--- src/shared/dtc_pkg.sv ---
// Constants, field layouts and carriers for the dual 16-bit timer block
package dtc_pkg;

  localparam int unsigned NCH = 2;
  localparam int unsigned CNT_W = 16;
  localparam int unsigned DATA_W = 8;
  localparam int unsigned ADDR_W = 4;
  localparam int unsigned PRE_W = 6;

  // Register byte addresses
  localparam logic [3:0] REG_T0_LO = 4'h0;
  localparam logic [3:0] REG_T0_HI = 4'h1;
  localparam logic [3:0] REG_T1_LO = 4'h2;
  localparam logic [3:0] REG_T1_HI = 4'h3;
  localparam logic [3:0] REG_MODE0 = 4'h4;
  localparam logic [3:0] REG_MODE1 = 4'h5;
  localparam logic [3:0] REG_PRESC = 4'h6;
  localparam logic [3:0] REG_STAT = 4'h7;

  // Mode field encoding, fixed for this implementation
  localparam logic [1:0] MODE_TIMER = 2'h0;
  localparam logic [1:0] MODE_ALT = 2'h1;
  localparam logic [1:0] MODE_EVENT = 2'h2;
  localparam logic [1:0] MODE_MEAS = 2'h3;

  // Prescaler divide selections and their counter masks
  localparam logic [1:0] DIV_8 = 2'h0;
  localparam logic [1:0] DIV_16 = 2'h1;
  localparam logic [1:0] DIV_32 = 2'h2;
  localparam logic [5:0] MASK_8 = 6'h07;
  localparam logic [5:0] MASK_16 = 6'h0F;
  localparam logic [5:0] MASK_32 = 6'h1F;
  localparam logic [5:0] MASK_64 = 6'h3F;
  localparam logic [5:0] PRE_ONE = 6'h01;

  // Status byte bit positions
  localparam int unsigned ST_UF_LSB = 0;
  localparam int unsigned ST_PIN_LSB = 2;

  // Reset values
  localparam logic [7:0] MODE_RST = 8'h00;
  localparam logic [7:0] PRESC_RST = 8'h00;
  localparam logic [15:0] CNT_RST = 16'hFFFF;
  localparam logic [15:0] CNT_ZERO = 16'h0000;
  localparam logic [15:0] CNT_ONE = 16'h0001;
  localparam logic [7:0] RD_NONE = 8'h00;
  localparam logic TOG_RST = 1'b1;

  typedef struct packed {
    logic halt;
    logic pol;
    logic [1:0] mode;
    logic [1:0] rsv;
    logic route;
    logic defer;
  } dtc_mode_t;

  typedef struct packed {
    logic [1:0] rsv_hi;
    logic [1:0] div1;
    logic rsv_lo;
    logic sub0;
    logic [1:0] div0;
  } dtc_presc_t;

  typedef struct packed {
    logic wr;
    logic rd;
    logic [3:0] addr;
    logic [7:0] wdata;
  } dtc_bus_t;

endpackage

--- src/rtl/dtc_timer_top.sv ---
// Two 16-bit down-counting timers with reload latch and pulse modes, capture modes on the second timer only
`timescale 1ns/1ns
`default_nettype none

module dtc_timer_top (
  // Clock, reset, enable
  input wire logic ref_clk_i,
  input wire logic reset_n_i,
  input wire logic ce_i,
  // Register port
  input wire dtc_pkg::dtc_bus_t bus_i,
  output logic [7:0] read_data_o,
  // Count sources and pins
  input wire logic alt_sub_clock_i,
  input wire logic first_counter_pin_i,
  output logic first_counter_pin_o,
  output logic first_counter_pin_oe_n_o,
  input wire logic second_counter_pin_i,
  output logic second_counter_pin_o,
  output logic second_counter_pin_oe_n_o,
  // Requests to the interrupt controller
  output logic [1:0] uf_req_o,
  output logic [1:0] pin_req_o
);

  localparam int unsigned NCH = dtc_pkg::NCH;

  logic [1:0] rst_sync_q;
  logic rst_n;

  always_ff @(posedge ref_clk_i or negedge reset_n_i) begin
    if (!reset_n_i) begin
      rst_sync_q <= 2'h0;
    end else begin
      rst_sync_q <= {rst_sync_q[0], 1'b1};
    end
  end
  assign rst_n = rst_sync_q[1];

  // Bus decode
  logic wr_stat;
  logic wr_presc;
  logic [NCH-1:0] wr_lo;
  logic [NCH-1:0] wr_hi;
  logic [NCH-1:0] rd_hi;
  logic [NCH-1:0] wr_mode;

  assign wr_stat = bus_i.wr && (bus_i.addr == dtc_pkg::REG_STAT);
  assign wr_presc = bus_i.wr && (bus_i.addr == dtc_pkg::REG_PRESC);

  dtc_pkg::dtc_mode_t mode_q [NCH];
  dtc_pkg::dtc_presc_t presc_q;
  dtc_pkg::dtc_mode_t wmode;
  assign wmode = dtc_pkg::dtc_mode_t'(bus_i.wdata);

  always_ff @(posedge ref_clk_i or negedge rst_n) begin
    if (!rst_n) begin
      presc_q <= dtc_pkg::dtc_presc_t'(dtc_pkg::PRESC_RST);
    end else if (ce_i && wr_presc) begin
      presc_q <= dtc_pkg::dtc_presc_t'(bus_i.wdata);
    end
  end

  // Free-running prescaler shared by both timers
  logic [5:0] pre_q;
  logic sub_q;
  logic [NCH-1:0] pin_q;
  logic [NCH-1:0] pin_now;
  logic [NCH-1:0] rise;
  logic [NCH-1:0] fall;
  logic [NCH-1:0] tick;
  logic sub_tick;

  always_ff @(posedge ref_clk_i or negedge rst_n) begin
    if (!rst_n) begin
      pre_q <= 6'h00;
      sub_q <= 1'b0;
      // Idle pins sit high, so no false edge follows reset
      pin_q <= '1;
    end else if (ce_i) begin
      pre_q <= pre_q + dtc_pkg::PRE_ONE;
      sub_q <= alt_sub_clock_i;
      pin_q <= pin_now;
    end
  end

  function automatic logic div_tick(input logic [1:0] sel,
                                    input logic [5:0] c);
    logic [5:0] m;
    case (sel)
      dtc_pkg::DIV_8: m = dtc_pkg::MASK_8;
      dtc_pkg::DIV_16: m = dtc_pkg::MASK_16;
      dtc_pkg::DIV_32: m = dtc_pkg::MASK_32;
      default: m = dtc_pkg::MASK_64;
    endcase
    return (c & m) == m;
  endfunction

  assign pin_now = {second_counter_pin_i, first_counter_pin_i};
  assign rise = pin_now & ~pin_q;
  assign fall = ~pin_now & pin_q;
  assign sub_tick = alt_sub_clock_i && !sub_q;
  // Sub-clock edges are sampled, so it must run well below ref_clk_i
  assign tick[0] = presc_q.sub0 ? sub_tick
                                : div_tick(presc_q.div0, pre_q);
  assign tick[1] = div_tick(presc_q.div1, pre_q);

  logic [15:0] cnt_q [NCH];
  logic [15:0] lat_q [NCH];
  logic [15:0] cap_q [NCH];
  logic [15:0] rd_hold_q [NCH];
  logic [15:0] view [NCH];
  logic [7:0] lo_hold_q [NCH];
  logic [NCH-1:0] src;
  logic [NCH-1:0] cap_raw;
  logic [NCH-1:0] pin_evt;
  logic [NCH-1:0] cnt_en;
  logic [NCH-1:0] cap;
  logic [NCH-1:0] wload;
  logic [NCH-1:0] uf;
  logic [NCH-1:0] tog_q;
  logic [NCH-1:0] oe_n_q;
  logic [NCH-1:0] uf_req_q;
  logic [NCH-1:0] pin_req_q;

  for (genvar i = 0; i < NCH; i++) begin : g_ch
    localparam logic [3:0] A_LO = (i == 0) ? dtc_pkg::REG_T0_LO
                                           : dtc_pkg::REG_T1_LO;
    localparam logic [3:0] A_HI = (i == 0) ? dtc_pkg::REG_T0_HI
                                           : dtc_pkg::REG_T1_HI;
    localparam logic [3:0] A_MODE = (i == 0) ? dtc_pkg::REG_MODE0
                                             : dtc_pkg::REG_MODE1;
    dtc_pkg::dtc_mode_t m;
    logic drive;
    logic meas;

    assign m = mode_q[i];
    assign wr_lo[i] = bus_i.wr && (bus_i.addr == A_LO);
    assign wr_hi[i] = bus_i.wr && (bus_i.addr == A_HI);
    assign rd_hi[i] = bus_i.rd && (bus_i.addr == A_HI);
    assign wr_mode[i] = bus_i.wr && (bus_i.addr == A_MODE);

    always_ff @(posedge ref_clk_i or negedge rst_n) begin
      if (!rst_n) begin
        mode_q[i] <= dtc_pkg::dtc_mode_t'(dtc_pkg::MODE_RST);
      end else if (ce_i && wr_mode[i]) begin
        mode_q[i] <= wmode;
      end
    end

    // Count source, capture and pin event per mode
    always_comb begin
      src[i] = tick[i];
      cap_raw[i] = 1'b0;
      pin_evt[i] = 1'b0;
      case (m.mode)
        dtc_pkg::MODE_TIMER: begin
          src[i] = tick[i];
        end
        dtc_pkg::MODE_ALT: begin
          if (i == 1) begin
            cap_raw[i] = m.pol ? rise[i] : fall[i];
          end
        end
        dtc_pkg::MODE_EVENT: begin
          src[i] = m.pol ? fall[i] : rise[i];
        end
        dtc_pkg::MODE_MEAS: begin
          if (i == 0) begin
            src[i] = tick[i] && (pin_q[i] != m.pol);
            pin_evt[i] = m.pol ? rise[i] : fall[i];
          end else begin
            cap_raw[i] = rise[i] || fall[i];
          end
        end
        default: begin
          src[i] = 1'b0;
        end
      endcase
    end

    assign cnt_en[i] = src[i] && !m.halt;
    assign cap[i] = cap_raw[i] && !m.halt;
    assign wload[i] = wr_hi[i] && !m.defer;
    assign uf[i] = cnt_en[i] && (cnt_q[i] == dtc_pkg::CNT_ZERO) &&
                   !wload[i] && !cap[i];
    assign meas = (i == 1) && ((m.mode == dtc_pkg::MODE_ALT) ||
                               (m.mode == dtc_pkg::MODE_MEAS));
    assign view[i] = meas ? cap_q[i] : cnt_q[i];
    assign drive = (i == 0) ? (m.mode == dtc_pkg::MODE_ALT)
                            : ((m.mode == dtc_pkg::MODE_TIMER) && m.route);

    // Held low byte does not touch the latch until the high write
    always_ff @(posedge ref_clk_i or negedge rst_n) begin
      if (!rst_n) begin
        lo_hold_q[i] <= 8'h00;
      end else if (ce_i && wr_lo[i]) begin
        lo_hold_q[i] <= bus_i.wdata;
      end
    end

    always_ff @(posedge ref_clk_i or negedge rst_n) begin
      if (!rst_n) begin
        lat_q[i] <= dtc_pkg::CNT_RST;
      end else if (ce_i && wr_hi[i]) begin
        lat_q[i] <= {bus_i.wdata, lo_hold_q[i]};
      end
    end

    // Write load wins over capture, capture over counting
    always_ff @(posedge ref_clk_i or negedge rst_n) begin
      if (!rst_n) begin
        cnt_q[i] <= dtc_pkg::CNT_RST;
      end else if (ce_i) begin
        if (wload[i]) begin
          cnt_q[i] <= {bus_i.wdata, lo_hold_q[i]};
        end else if (cap[i]) begin
          cnt_q[i] <= lat_q[i];
        end else if (cnt_en[i]) begin
          if (cnt_q[i] == dtc_pkg::CNT_ZERO) begin
            cnt_q[i] <= lat_q[i];
          end else begin
            cnt_q[i] <= cnt_q[i] - dtc_pkg::CNT_ONE;
          end
        end
      end
    end

    always_ff @(posedge ref_clk_i or negedge rst_n) begin
      if (!rst_n) begin
        cap_q[i] <= dtc_pkg::CNT_ZERO;
      end else if (ce_i && cap[i]) begin
        cap_q[i] <= cnt_q[i];
      end
    end

    always_ff @(posedge ref_clk_i or negedge rst_n) begin
      if (!rst_n) begin
        rd_hold_q[i] <= dtc_pkg::CNT_ZERO;
      end else if (ce_i && rd_hi[i]) begin
        rd_hold_q[i] <= view[i];
      end
    end

    // Mode write restarts the square wave from the inverse of its polarity bit
    always_ff @(posedge ref_clk_i or negedge rst_n) begin
      if (!rst_n) begin
        tog_q[i] <= dtc_pkg::TOG_RST;
        oe_n_q[i] <= 1'b1;
      end else if (ce_i) begin
        oe_n_q[i] <= !drive;
        if (wr_mode[i]) begin
          tog_q[i] <= !wmode.pol;
        end else if (uf[i]) begin
          tog_q[i] <= !tog_q[i];
        end
      end
    end

    // Set wins over a clear in the same cycle
    always_ff @(posedge ref_clk_i or negedge rst_n) begin
      if (!rst_n) begin
        uf_req_q[i] <= 1'b0;
        pin_req_q[i] <= 1'b0;
      end else if (ce_i) begin
        uf_req_q[i] <= uf[i] || (uf_req_q[i] &&
          !(wr_stat && !bus_i.wdata[dtc_pkg::ST_UF_LSB + i]));
        pin_req_q[i] <= pin_evt[i] || cap[i] || (pin_req_q[i] &&
          !(wr_stat && !bus_i.wdata[dtc_pkg::ST_PIN_LSB + i]));
      end
    end
  end

  // Read data stands only in the cycle after the strobe
  logic [7:0] rdata_q;
  always_ff @(posedge ref_clk_i or negedge rst_n) begin
    if (!rst_n) begin
      rdata_q <= dtc_pkg::RD_NONE;
    end else if (ce_i) begin
      if (bus_i.rd) begin
        case (bus_i.addr)
          dtc_pkg::REG_T0_LO: rdata_q <= rd_hold_q[0][7:0];
          dtc_pkg::REG_T0_HI: rdata_q <= view[0][15:8];
          dtc_pkg::REG_T1_LO: rdata_q <= rd_hold_q[1][7:0];
          dtc_pkg::REG_T1_HI: rdata_q <= view[1][15:8];
          dtc_pkg::REG_MODE0: rdata_q <= mode_q[0];
          dtc_pkg::REG_MODE1: rdata_q <= mode_q[1];
          dtc_pkg::REG_PRESC: rdata_q <= presc_q;
          dtc_pkg::REG_STAT: rdata_q <= {4'h0, pin_req_q, uf_req_q};
          default: rdata_q <= dtc_pkg::RD_NONE;
        endcase
      end else begin
        rdata_q <= dtc_pkg::RD_NONE;
      end
    end
  end

  assign read_data_o = rdata_q;
  assign first_counter_pin_o = tog_q[0];
  assign first_counter_pin_oe_n_o = oe_n_q[0];
  assign second_counter_pin_o = tog_q[1];
  assign second_counter_pin_oe_n_o = oe_n_q[1];
  assign uf_req_o = uf_req_q;
  assign pin_req_o = pin_req_q;

  logic [7:0] hold_lo0;
  assign hold_lo0 = rd_hold_q[0][7:0];
endmodule

`default_nettype wire

--- config.mk ---
export PLATFORM = sky130hd
export DESIGN_NAME = dtc_timer_top
export DESIGN_NICKNAME = d
export VERILOG_FILES = /design/src/shared/dtc_pkg.sv /design/src/rtl/dtc_timer_top.sv
export SDC_FILE = /design/constraint.sdc
export NUM_CORES = 1
export LEC_CHECK = 0
export BUFFER_PORTS_ARGS = -buffer_cell sky130_fd_sc_hd__buf_2
export CAP_MARGIN = 20
export CORE_AREA = 2 2 133 135
export DETAILED_ROUTE_END_ITERATION = 7
export DIE_AREA = 0 0 135 137
export HOLD_SLACK_MARGIN = 0.02
export MAX_ROUTING_LAYER = met4
export PLACE_DENSITY = 0.66
export SYNTH_ARGS = -nofsm -noshare
export SYNTH_HDL_FRONTEND = slang
export SYNTH_SLANG_ARGS = --single-unit
--- constraint.sdc ---
create_clock -name ref_clk_i -period 6.7 [get_ports ref_clk_i]
set_input_delay 0.335 -clock ref_clk_i [delete_from_list [all_inputs] [get_ports ref_clk_i]]
set_output_delay 0.335 -clock ref_clk_i [all_outputs]
set_load 0.02 [all_outputs]
==> out/summary.log, run 1 <==
[outcome] result of the run completed
[setup_path] master of the slowest instance on the critical path sky130_fd_sc_hd__nor4_1
[clock_network] level count of the clock H-tree 4
[floorplanning] number of placement rows 48
[job] Max-Cap Viols 0
[global_route] GR Util met1 0.351
[sta] final worst clock skew 0.00814 ns
[routing] Total Routed Length 21400 um
[clock_network] CTS tree built
[sta] final cycle utilization of the critical path 0.400
[logic_synthesis] number of warnings printed during yosys synthesis 0
[place] GP Congestion 0.898
[setup_path] worst-path fanout max 34
[final_layout] area delta synth->final 11.3%
[floorplanning] Placeable Area 17100 um2
[floorplanning] height of the die 137 um
[logic_synthesis] Post-Syn Area per Cell 10.8 um2
[logic_synthesis] number of distinct library cell variants in the gate-level netlist after synthesis 64
[sta] final setup violation count 0
[sta] final count of hold timing violations 0
[setup_path] crit start category register
[logic_synthesis] post-synthesis adder-cell area fraction 0.0104
[logic_synthesis] Compound-Gate Fraction of Synth Area 0.115
[clock_network] worst-skew pair later-pin latency 0.43 ns
[worst_hold_path] type of the most critical hold path input port to register
[setup_path] worst setup path class register to register
[final_layout] final net count 816
[global_route] maximum number of pins on one net before global-route repair 78
[floorplanning] initial core utilization 0.495
[setup_path] worst-path cell chain nor4_1 -> nand4_4 -> and3_1 -> nor3_1 -> a21oi_1 -> o21ai_1
[logic_synthesis] share of synthesized area occupied by flip-flops and latches 0.493
[routing] TritonRoute pass-1 iters 6
[floorplanning] Die X 135 um
[logic_synthesis] most instantiated flip-flop cell in the synthesis netlist sky130_fd_sc_hd__dfrtp_1
[clock_network] maximum buffer depth of the clock tree 2
[global_route] wire length of the first global-routing pass 34000 um
[routing] Initial DRC Count 495
[sta] transition time at the pin with the least slew margin 0.960 ns
[logic_synthesis] post-synthesis share of cell area spent on xor and xnor gates 0.0321
[routing] Avg Vias per Cell 5.95
[final_layout] commonest non-fill, non-tap cell in the layout sky130_fd_sc_hd__mux2_2
[final_layout] most frequent cells in the layout 97 x sky130_fd_sc_hd__mux2_2, 92 x sky130_fd_sc_hd__dfrtp_1, 82 x sky130_fd_sc_hd__nand2_1
[place] post-detail-place hpwl 14900 um
[sta] min Tclk post-route 2.68 ns
[global_route] aggregate global routing overflow 0
[place] quantity of I/O buffers inserted on ports 35
[sta] setup repair after global routing missed its margin no
[floorplanning] Boundary Pins 36
[clock_network] total CTS buffers 17
[floorplanning] DIE AREA 18500 um2
[global_route] antenna violations before repair 0
[routing] Detail Route Antenna Nets 0
[global_route] total routing usage reported by global routing 0.250
[sta] worst slack on hold paths 0.133 ns
[logic_synthesis] Synth Cell Area 8450 um2
[final_layout] share of final-layout standard cells stronger than drive strength 1 0.329
[clock_network] Reg clk slew, reported paths 0.07 ns
[global_route] vias in the first global route 5954
[logic_synthesis] Post-synth EDFFs 0
[clock_network] clk sink count 163
[logic_synthesis] multiplexer area fraction after synthesis 0.175
[clock_network] Root Driver sky130_fd_sc_hd__clkbuf_16
[logic_synthesis] main combinational cell family by area after synthesis multiplexers
[global_route] GR Layer Usage met3 0.0515
[setup_path] endpoint type of the worst setup path register
[sta] headroom to the max-slew limit 0.360
[sta] fin. max-slew vios 0
[logic_synthesis] post-synthesis simple-gate area fraction 0.138
[routing] # DRC 0
[setup_path] Crit path arrival time 3.04 ns
[clock_network] Resized cells post-CTS 0
[global_route] global-route track usage on met2 0.360
[routing] Avg WL per Cell 20.9 um
[power_and_ir_drop] standby leakage power 0.00392 uW
[setup_path] critical path's largest stage delay 0.80 ns
[logic_synthesis] net count of the mapped netlist 807
[sta] post-route setup TNS 0 ns
[power_and_ir_drop] power density normalized to cell area 394 nW/um2
[global_route] global route hottest layer met2
[final_layout] antenna diode count 0
[setup_path] endpoint required time on the critical path 7.06 ns
[sta] achievable frequency 373 MHz
[logic_synthesis] async set or reset register ratio after synthesis 1.00
[power_and_ir_drop] IR Drop Worst-Case VDD 206 uV
[logic_synthesis] number of storage elements in the synthesis netlist 163
[clock_network] Setup Fix Bufs, Post-CTS 0
[logic_synthesis] Synth Instances 780
[routing] total number of vias 6113
## cell type report
type                    count  area [um2]
fillers                  1494        7660
flip-flops and latches    163        4170
multi-input cells         550        3980
clock buffers              20         457
well taps                 225         282
repair buffers             44         280
clock inverters            12         178
inverters                  13        48.8
## path summary, 6_finish.rpt
path                            startpoint    endpoint  slack [ns]  cells after the start
setup / recovery                 cnt_q[27]   cnt_q[23]        4.02                      6
hold / removal             alt_sub_clock_i       sub_q        0.13                      3
setup reg to reg                 cnt_q[27]   cnt_q[23]        4.02                      6
hold reg to reg              rst_sync_q[1]    pre_q[4]        0.14                      0
max in group asynchronous    rst_sync_q[1]  presc_q[6]        5.39                      1
min in group asynchronous    rst_sync_q[1]    pre_q[4]        0.14                      0
## through the flow
stage                     instances  area (um2)  utilization  total power [uW]  setup WS, ns
after global placement          991        8690        0.510              2600          3.38
after global routing           1027        9400        0.551              3910          3.72
after detailed placement        993        8720        0.512              2650          3.59
after floorplan                 780        8450            -              2340          1.94
final                          1027        9400        0.551              3700          4.02
after CTS                      1026        9370        0.549              3710          3.96
## synthesized netlist by cell type, drive strengths merged (2+ instances only)
library cell  count  share of area
nor3             12         0.0090
nor2b             6         0.0044
nand2b            5         0.0037
a21oi            38          0.023
a31oi            21          0.016
mux2             97           0.13
dfrtp            93           0.28
xor2             22          0.023
mux2i            25          0.030
o211ai           16          0.014
nand4             9         0.0084
o22ai             4         0.0030
o2bb2ai           9          0.010
o41ai             2         0.0021
nand4b            4         0.0041
or3b              2         0.0021
nor4              7          0.010
a22oi             2         0.0018
nor3b             5         0.0050
nand2            82          0.036
or4               3         0.0031
or2               2         0.0015
and2              2         0.0016
xnor2             9         0.0093
buf              25          0.017
nor2             68          0.030
nand3            10         0.0059
and3              4         0.0030
a211oi           15          0.013
clkbuf           29          0.013
inv              13         0.0058
nor4b             3         0.0031
dfstp            70           0.22
o21ai            35          0.021
nand3b            3         0.0027
ha                7          0.010
a22o              2         0.0021
o31ai             3         0.0027
mux4              6          0.016
## registers in the layout, summed over array words and instances, names as in the netlist, 2 cells and up
name	count
hold_lo0	8
lo_hold_q	16
uf_req_o	2
pin_q	2
cnt_q	32
rst_sync_q	2
read_data_o	8
g_ch.m	16
lat_q	32
pin_req_o	2
presc_q	8
pre_q	6
rd_hold_q	8
cap_q	16
## layer usage
metal	up-vias	wire, um
met4	0	611
met3	48	1230
met2	190	9430
li1	2820	-
met1	3055	10100
met5	-	0
## critical path: cells and delay by family, from the launching register on
kind               cells  cell delay (ns)
and+or+nand+nor        4             2.00
AOI/OAI and AO/OA      2             0.19
DFF                    1             0.41
## logic make-up (layout without fill, tap and decap cells)
family,count (synthesis),count (layout)
AOI/OAI and AO/OA,153,153
xor gates and xnor gates,31,31
adders and majority gates,7,7
buffers and inverters,67,89
DFF,163,163
muxes,128,128
other,1,1
and+or+nand+nor,230,230
## timing repair
item | CTS | global route
hold endpoints to repair | 2 | 0
hold buffers | 1 | 0
setup endpoints to repair | 0 | 0
## power breakdown
group,total [uW],switching [uW],internal [uW]
clock network,1050,408,645
logic,952,488,465
registers,1700,351,1350
total,3700,1250,2460
(Power assumes the default switching activity.)
==> run 2: changes to the inputs <==
PLACE_DENSITY = 0.69   (was 0.66)
clock period = 2.3 ns   (was 6.7 ns; I/O delays follow)
==> run 2 against run 1 <==
Wire length increased by 5.4%. Critical path depth increased by 2. Global-route usage up 0.73 points. Core utilization rose by 2.9 points. Clock skew up 0.0015 ns. Flip-flop and latch count unchanged. Worst setup slack worse by 4.0 ns. Register-to-register slack worse by 4.0 ns. Via count increased by 5.6%. Non-clock buffer count increased by 44. Critical endpoint is now second_counter_pin_o. Highest routed layer unchanged.
==> out/summary.log, run 2 (same netlist as run 1, synthesis figures left out) <==
[outcome] result of the run completed
[sta] final setup violation count 0 [unchanged]
[global_route] total routing usage reported by global routing 0.258 [+0.00735]
[global_route] antenna violations before repair 0 [unchanged]
[clock_network] Root Driver sky130_fd_sc_hd__clkbuf_16
[power_and_ir_drop] standby leakage power 0.00417 uW [+6.3%]
[sta] min Tclk post-route 2.24 ns [-0.439 ns]
[routing] total number of vias 6453 [+5.6%]
[clock_network] level count of the clock H-tree 4 [unchanged]
[floorplanning] height of the die 137 um [unchanged]
[routing] Avg WL per Cell 21.1 um [+1.1%]
[routing] # DRC 0 [unchanged]
[global_route] vias in the first global route 6186 [+3.9%]
[final_layout] number of inserted filler cells in the final layout 1432 [-4.1%]
[setup_path] critical path's largest stage delay 0.54 ns [-0.26 ns]
[clock_network] worst-skew pair later-pin latency 0.43 ns [about the same]
[clock_network] Reg clk slew, reported paths 0.06 ns [about the same]
[floorplanning] Boundary Pins 36 [unchanged]
[setup_path] worst-path cell chain inv_2 -> ha_4 -> mux2_4 -> o2111ai_4 -> nand2_1 -> or4_4 -> xor2_1 -> a221oi_2
[setup_path] endpoint type of the worst setup path register
[final_layout] footprint of the multi-input gates 4070 um2 [+2.2%]
[routing] Avg Vias per Cell 6.03 [+1.2%]
[power_and_ir_drop] Psw 3720 uW [+200%]
[setup_path] crit start category register
[power_and_ir_drop] Gate power share 0.277 [+0.020]
[power_and_ir_drop] share of power burned in registers 0.452 [-0.007]
[power_and_ir_drop] post-layout power 11000 uW [+200%]
[final_layout] share of final-layout standard cells stronger than drive strength 1 0.369 [+0.0396]
[routing] Detail Route Antenna Nets 0 [unchanged]
[routing] TritonRoute pass-1 iters 5 [-1]
[routing] Initial DRC Count 863 [+74%]
[place] GP Congestion 0.940 [+4.7%]
[floorplanning] initial core utilization 0.495 [unchanged]
[clock_network] maximum buffer depth of the clock tree 2 [unchanged]
[power_and_ir_drop] IR Drop Worst-Case VDD 577 uV [+180%]
[global_route] wire length of the first global-routing pass 34900 um [+2.7%]
[sta] achievable frequency 446 MHz [+20%]
[global_route] aggregate global routing overflow 0 [unchanged]
[sta] fin. max-slew vios 0 [unchanged]
[sta] headroom to the max-slew limit 0.517 [+0.157]
[power_and_ir_drop] internal power contribution 7240 uW [+190%]
[global_route] maximum number of pins on one net before global-route repair 51 [-35%]
[sta] transition time at the pin with the least slew margin 0.724 ns [-0.236 ns]
[final_layout] Core Util, Final 0.580 [+0.0290]
[final_layout] area delta synth->final 17.1%
[sta] final cycle utilization of the critical path 0.974 [+0.574]
[worst_hold_path] count of cells along the worst hold path 3 [unchanged]
[place] post-detail-place hpwl 15500 um [+4.4%]
[setup_path] worst reg2reg startpoint pin_q[1]
[setup_path] endpoint required time on the critical path 2.64 ns [-4.42 ns]
[setup_path] worst setup path class register to register
[floorplanning] Die X 135 um [unchanged]
[power_and_ir_drop] share of total power in the clock network 0.271 [-0.013]
[clock_network] clk sink count 163 [unchanged]
[final_layout] registers with the most flip-flops cnt_q (32), lat_q (32)
[setup_path] number of cells on the worst reg-to-reg path 8 [+2]
[power_and_ir_drop] proportion of total power due to net switching 0.340 [+0.00301]
[final_layout] commonest non-fill, non-tap cell in the layout sky130_fd_sc_hd__mux2_2
[floorplanning] Placeable Area 17100 um2 [unchanged]
[power_and_ir_drop] power density normalized to cell area 1110 nW/um2 [+180%]
[clock_network] CTS tree built
[sta] final count of hold timing violations 0 [unchanged]
[setup_path] master of the slowest instance on the critical path sky130_fd_sc_hd__dfstp_2
[setup_path] Critical Path Source pin_q[1]
[setup_path] worst-path fanout max 2 [-94%]
[routing] Total Routed Length 22600 um [+5.4%]
[sta] setup repair after global routing missed its margin yes
[clock_network] total CTS buffers 17 [unchanged]
[final_layout] antenna diode count 0 [unchanged]
[final_layout] register cell area after layout 4170 um2 [about the same]
[job] Max-Cap Viols 0 [unchanged]
[sta] final worst clock skew 0.00964 ns [+0.00150 ns]
[worst_hold_path] worst hold path startpoint bus_i[5]
[floorplanning] number of placement rows 48 [unchanged]
[final_layout] final net count 860 [+5.4%]
[final_layout] most frequent cells in the layout 96 x sky130_fd_sc_hd__mux2_2, 91 x sky130_fd_sc_hd__dfrtp_1, 82 x sky130_fd_sc_hd__nand2_1
[floorplanning] DIE AREA 18500 um2 [unchanged]
[worst_hold_path] type of the most critical hold path input port to register
[setup_path] Crit path arrival time 2.58 ns [-0.46 ns]
[place] quantity of I/O buffers inserted on ports 35 [unchanged]
run 2: cell types whose count changed in the layout (fill, tap and decap cells not counted), sizes merged:
cell,previous run,this run
dlygate4sd3,1,6
bufinv,4,2
buf,43,81
clkbuf,20,24
inv,15,13
clkinvlp,1,2
run 2: stage by stage:
stage	hold slack [ns]	TNS, ns	setup WS [ns]	instance area, um2	instances
after floorplan	-0.181	0	0.120	8450	780
after global placement	-0.0990	-0.0509	-0.0509	9000	1023
after detailed placement	-0.0959	-0.119	-0.0815	9000	1023
after CTS	0.0282	0	0.0101	9720	1062
after global routing	0.0712	-0.0605	-0.0605	9890	1071
final	0.0399	0	0.0602	9890	1071
run 2: layer usage:
| metal | vias to the layer above | share of wire | global-route usage |
|---|---|---|---|
| met4 | 0 | 0.032 | 0.106 |
| met5 | - | 0 | - |
| met1 | 3239 | 0.46 | 0.370 |
| met3 | 47 | 0.057 | 0.0344 |
| li1 | 2909 | - | - |
| met2 | 258 | 0.45 | 0.370 |
run 2: power groups by stage:
stage	Combinational (uW)	Sequential (uW)	Clock (uW)
2_1_floorplan	2280	4540	0
3_3_place_gp	2790	4870	0
3_5_place_dp	2890	4940	0
4_1_cts	2940	4910	3000
5_1_grt	3370	5050	3130
6_report	3040	4950	2970
run 2: path summary, 6_finish.rpt:
kind / endpoint / slack [ns]
min in group asynchronous: presc_q[4] / 0.39
max reg2reg: second_counter_pin_o / 0.06
max: second_counter_pin_o / 0.06
min reg2reg: rst_sync_q[1] / 0.36
max in group asynchronous: cnt_q[24] / 1.08
min: cnt_q[13] / 0.04
run 2: critical path, delay by kind of cell (launching register included):
family | cells | cell delay, ns
AO/OA/AOI/OAI | 2 | 0.45
AND/OR/NAND/NOR | 2 | 0.54
adder cells (fa/ha/maj) | 1 | 0.15
buffers and inverters | 1 | 0.05
XOR/XNOR | 1 | 0.17
multiplexers | 1 | 0.27
flip-flops | 1 | 0.54
run 2: repair_timing:
item / CTS / global route
pin swaps: 1 / 6
setup buffers: 1 / 7
gates cloned: 0 / 2
hold buffers: 6 / 0
hold endpoints to repair: 6 / 0
setup endpoints to repair: 7 / 22
gates resized for setup: 4 / 19
run 2: area by class of cell:
cell class              instances  area share
flip-flops and latches        163       0.422
multi-input cells             550       0.411
repair buffers                 88      0.0698
clock buffers                  23      0.0516
well taps                     225      0.0285
clock inverters                 9      0.0120
inverters                      13     0.00493
==> run 3: changes to the inputs <==
CORE_AREA = 2 2 149 151   (was 2 2 133 135)
DIE_AREA = 0 0 151 153   (was 0 0 135 137)
PLACE_DENSITY = default   (was 0.69)
==> run 3 against run 2 <==
Wire length decreased by 2.3%. Die area grew 25%. Via count fell by 4.0%. Combinational power up 1%. Final area is 0.75% lower. Flip-flop and latch count unchanged. First-iteration DRC count down 43%. Core utilization is 12 points lower. Sequential share of layout area is 0.30 points higher. Largest power group unchanged. Largest cell class unchanged. Total power shrank 1.4%. Cell count grew 4.9%.
==> out/summary.log, run 3 (same netlist as run 1, synthesis figures left out) <==
[setup_path] endpoint type of the worst setup path register
[clock_network] CTS tree built
[place] GP Congestion 0.865 [-8.0%]
[clock_network] maximum buffer depth of the clock tree 2 [unchanged]
[routing] total number of vias 6196 [-4.0%]
[floorplanning] Die X 151 um [+12%]
[floorplanning] initial core utilization 0.393 [-0.102]
[outcome] result of the run completed
[global_route] antenna violations before repair 0 [unchanged]
[clock_network] Root Driver sky130_fd_sc_hd__clkbuf_16
[global_route] vias in the first global route 6061 [-2.0%]
[setup_path] Crit path arrival time 2.55 ns [-0.03 ns]
[routing] Avg Vias per Cell 5.51 [-8.5%]
[routing] Initial DRC Count 492 [-43%]
[setup_path] crit start category register
[routing] Total Routed Length 22100 um [-2.3%]
[global_route] wire length of the first global-routing pass 35100 um [+0.53%]
[sta] transition time at the pin with the least slew margin 0.644 ns [-0.0802 ns]
[place] quantity of I/O buffers inserted on ports 35 [unchanged]
[power_and_ir_drop] IR Drop Worst-Case VDD 499 uV [-14%]
[setup_path] setup slack on the worst flop-to-flop path 0.1 ns [+0.04 ns]
[place] DP Area 9110 um2 [+1.3%]
[clock_network] Reg clk slew, reported paths 0.07 ns [about the same]
[floorplanning] DIE AREA 23100 um2 [+25%]
[global_route] global route hottest layer met1
[routing] TritonRoute pass-1 iters 5 [unchanged]
[setup_path] worst-path fanout max 2 [unchanged]
[power_and_ir_drop] standby leakage power 0.00412 uW [-1.1%]
[sta] min Tclk post-route 2.20 ns [-0.0355 ns]
[routing] Detail Route Antenna Nets 0 [unchanged]
[global_route] GR Layer Usage met3 0.0316 [-0.00280]
[final_layout] final net count 858 [-0.23%]
[setup_path] number of cells on the worst reg-to-reg path 8 [unchanged]
[clock_network] worst-skew pair later-pin latency 0.43 ns [about the same]
[sta] final count of hold timing violations 0 [unchanged]
[clock_network] total CTS buffers 17 [unchanged]
[final_layout] final instance area 9820 um2 [-0.75%]
[place] post-detail-place hpwl 15400 um [-0.94%]
[power_and_ir_drop] post-layout power 10800 uW [-1.4%]
[clock_network] level count of the clock H-tree 4 [unchanged]
[power_and_ir_drop] power density normalized to cell area 1100 nW/um2 [-0.65%]
[final_layout] area delta synth->final 16.2%
[final_layout] share of final-layout standard cells stronger than drive strength 1 0.361 [-0.00742]
[worst_hold_path] type of the most critical hold path input port to register
[sta] final setup violation count 0 [unchanged]
[sta] final worst clock skew 0.00900 ns [-0.000635 ns]
[sta] headroom to the max-slew limit 0.568 [+0.0510]
[floorplanning] number of placement rows 54 [+13%]
[setup_path] endpoint required time on the critical path 2.64 ns [about the same]
[sta] post-route setup TNS 0 ns [unchanged]
[routing] # DRC 0 [unchanged]
[setup_path] worst setup path class register to register
[sta] setup repair after global routing missed its margin no
[final_layout] most frequent cells in the layout 96 x sky130_fd_sc_hd__mux2_2, 92 x sky130_fd_sc_hd__dfrtp_1, 82 x sky130_fd_sc_hd__nand2_1
[sta] fin. max-slew vios 0 [unchanged]
[worst_hold_path] count of cells along the worst hold path 3 [unchanged]
[final_layout] antenna diode count 0 [unchanged]
[global_route] total routing usage reported by global routing 0.205 [-0.0532]
[final_layout] registers with the most flip-flops cnt_q (32), lat_q (32)
[floorplanning] height of the die 153 um [+12%]
[floorplanning] Boundary Pins 36 [unchanged]
[routing] Avg WL per Cell 19.6 um [-6.9%]
[final_layout] commonest non-fill, non-tap cell in the layout sky130_fd_sc_hd__mux2_2
[sta] final cycle utilization of the critical path 0.958 [-0.0154]
[clock_network] clk sink count 163 [unchanged]
[global_route] GR Util met1 0.301 [-0.0684]
[sta] achievable frequency 454 MHz [+1.6%]
[job] Max-Cap Viols 0 [unchanged]
[final_layout] number of inserted filler cells in the final layout 2041 [+43%]
[global_route] aggregate global routing overflow 0 [unchanged]
[floorplanning] Placeable Area 21500 um2 [+26%]
[global_route] global-route track usage on met2 0.295 [-0.0750]
[global_route] maximum number of pins on one net before global-route repair 56 [+9.8%]
run 3: worst max-delay path: stages, from the launching register on:
cell and delay [ns]:
sky130_fd_sc_hd__dfstp_2 0.53, sky130_fd_sc_hd__inv_1 0.05, sky130_fd_sc_hd__ha_2 0.17, sky130_fd_sc_hd__mux2_4 0.26, sky130_fd_sc_hd__o2111ai_2 0.18, sky130_fd_sc_hd__nand2_1 0.09, sky130_fd_sc_hd__or4_4 0.44, sky130_fd_sc_hd__xor2_2 0.17
sky130_fd_sc_hd__a221oi_2 0.23
run 3: area by class of cell:
cell class,instances,area [um2],area share
Clock buffer,21,440,0.0449
Clock inverter,11,160,0.0163
Inverter,13,48.8,0.00497
Multi-Input combinational cell,550,4030,0.410
Sequential cell,163,4170,0.425
Tap cell,280,350,0.0357
Timing Repair Buffer,86,621,0.0632
run 3: where the power goes:
part	leakage, uW	total (uW)	switching, uW	internal (uW)
logic	0.00191	3080	1540	1540
registers	0.00192	4800	877	3920
clock network	0.000291	2940	1130	1810
total	0.00412	10800	3550	7270
run 3: final timing paths:
kind,end,from
setup / recovery,second_counter_pin_o,pin_q[1]
max in group asynchronous,cnt_q[15],rst_sync_q[1]
hold / removal,cnt_q[13],bus_i[5]
hold reg to reg,lo_hold_q[6],rst_sync_q[1]
min in group asynchronous,lo_hold_q[6],rst_sync_q[1]
setup reg to reg,second_counter_pin_o,pin_q[1]
run 3: through the flow:
stage               instances  hold WS [ns]  setup WS (ns)   util
floorplan                 780        -0.181          0.120      -
global placement         1086       -0.0992         0.0513  0.424
detailed placement       1086       -0.0960         0.0364  0.424
CTS                      1123        0.0409         0.0140  0.455
global route             1124        0.0479        0.00160  0.457
finish                   1124        0.0517         0.0958  0.457
run 3: metal layers:
| layer | vias to the layer above | wire length [um] |
|---|---|---|
| met5 | - | 0 |
| met4 | 0 | 257 |
| met3 | 25 | 988 |
| met2 | 146 | 9890 |
| met1 | 3121 | 10900 |
| li1 | 2904 | - |
run 3: repair_timing:
action / 4_1_cts / 5_1_grt
gates resized for setup: 1 / 8
endpoints found under the hold margin: 5 / 0
pin swaps: 0 / 1
setup endpoints to repair: 1 / 20
hold buffers: 5 / 0
setup buffers: 0 / 1
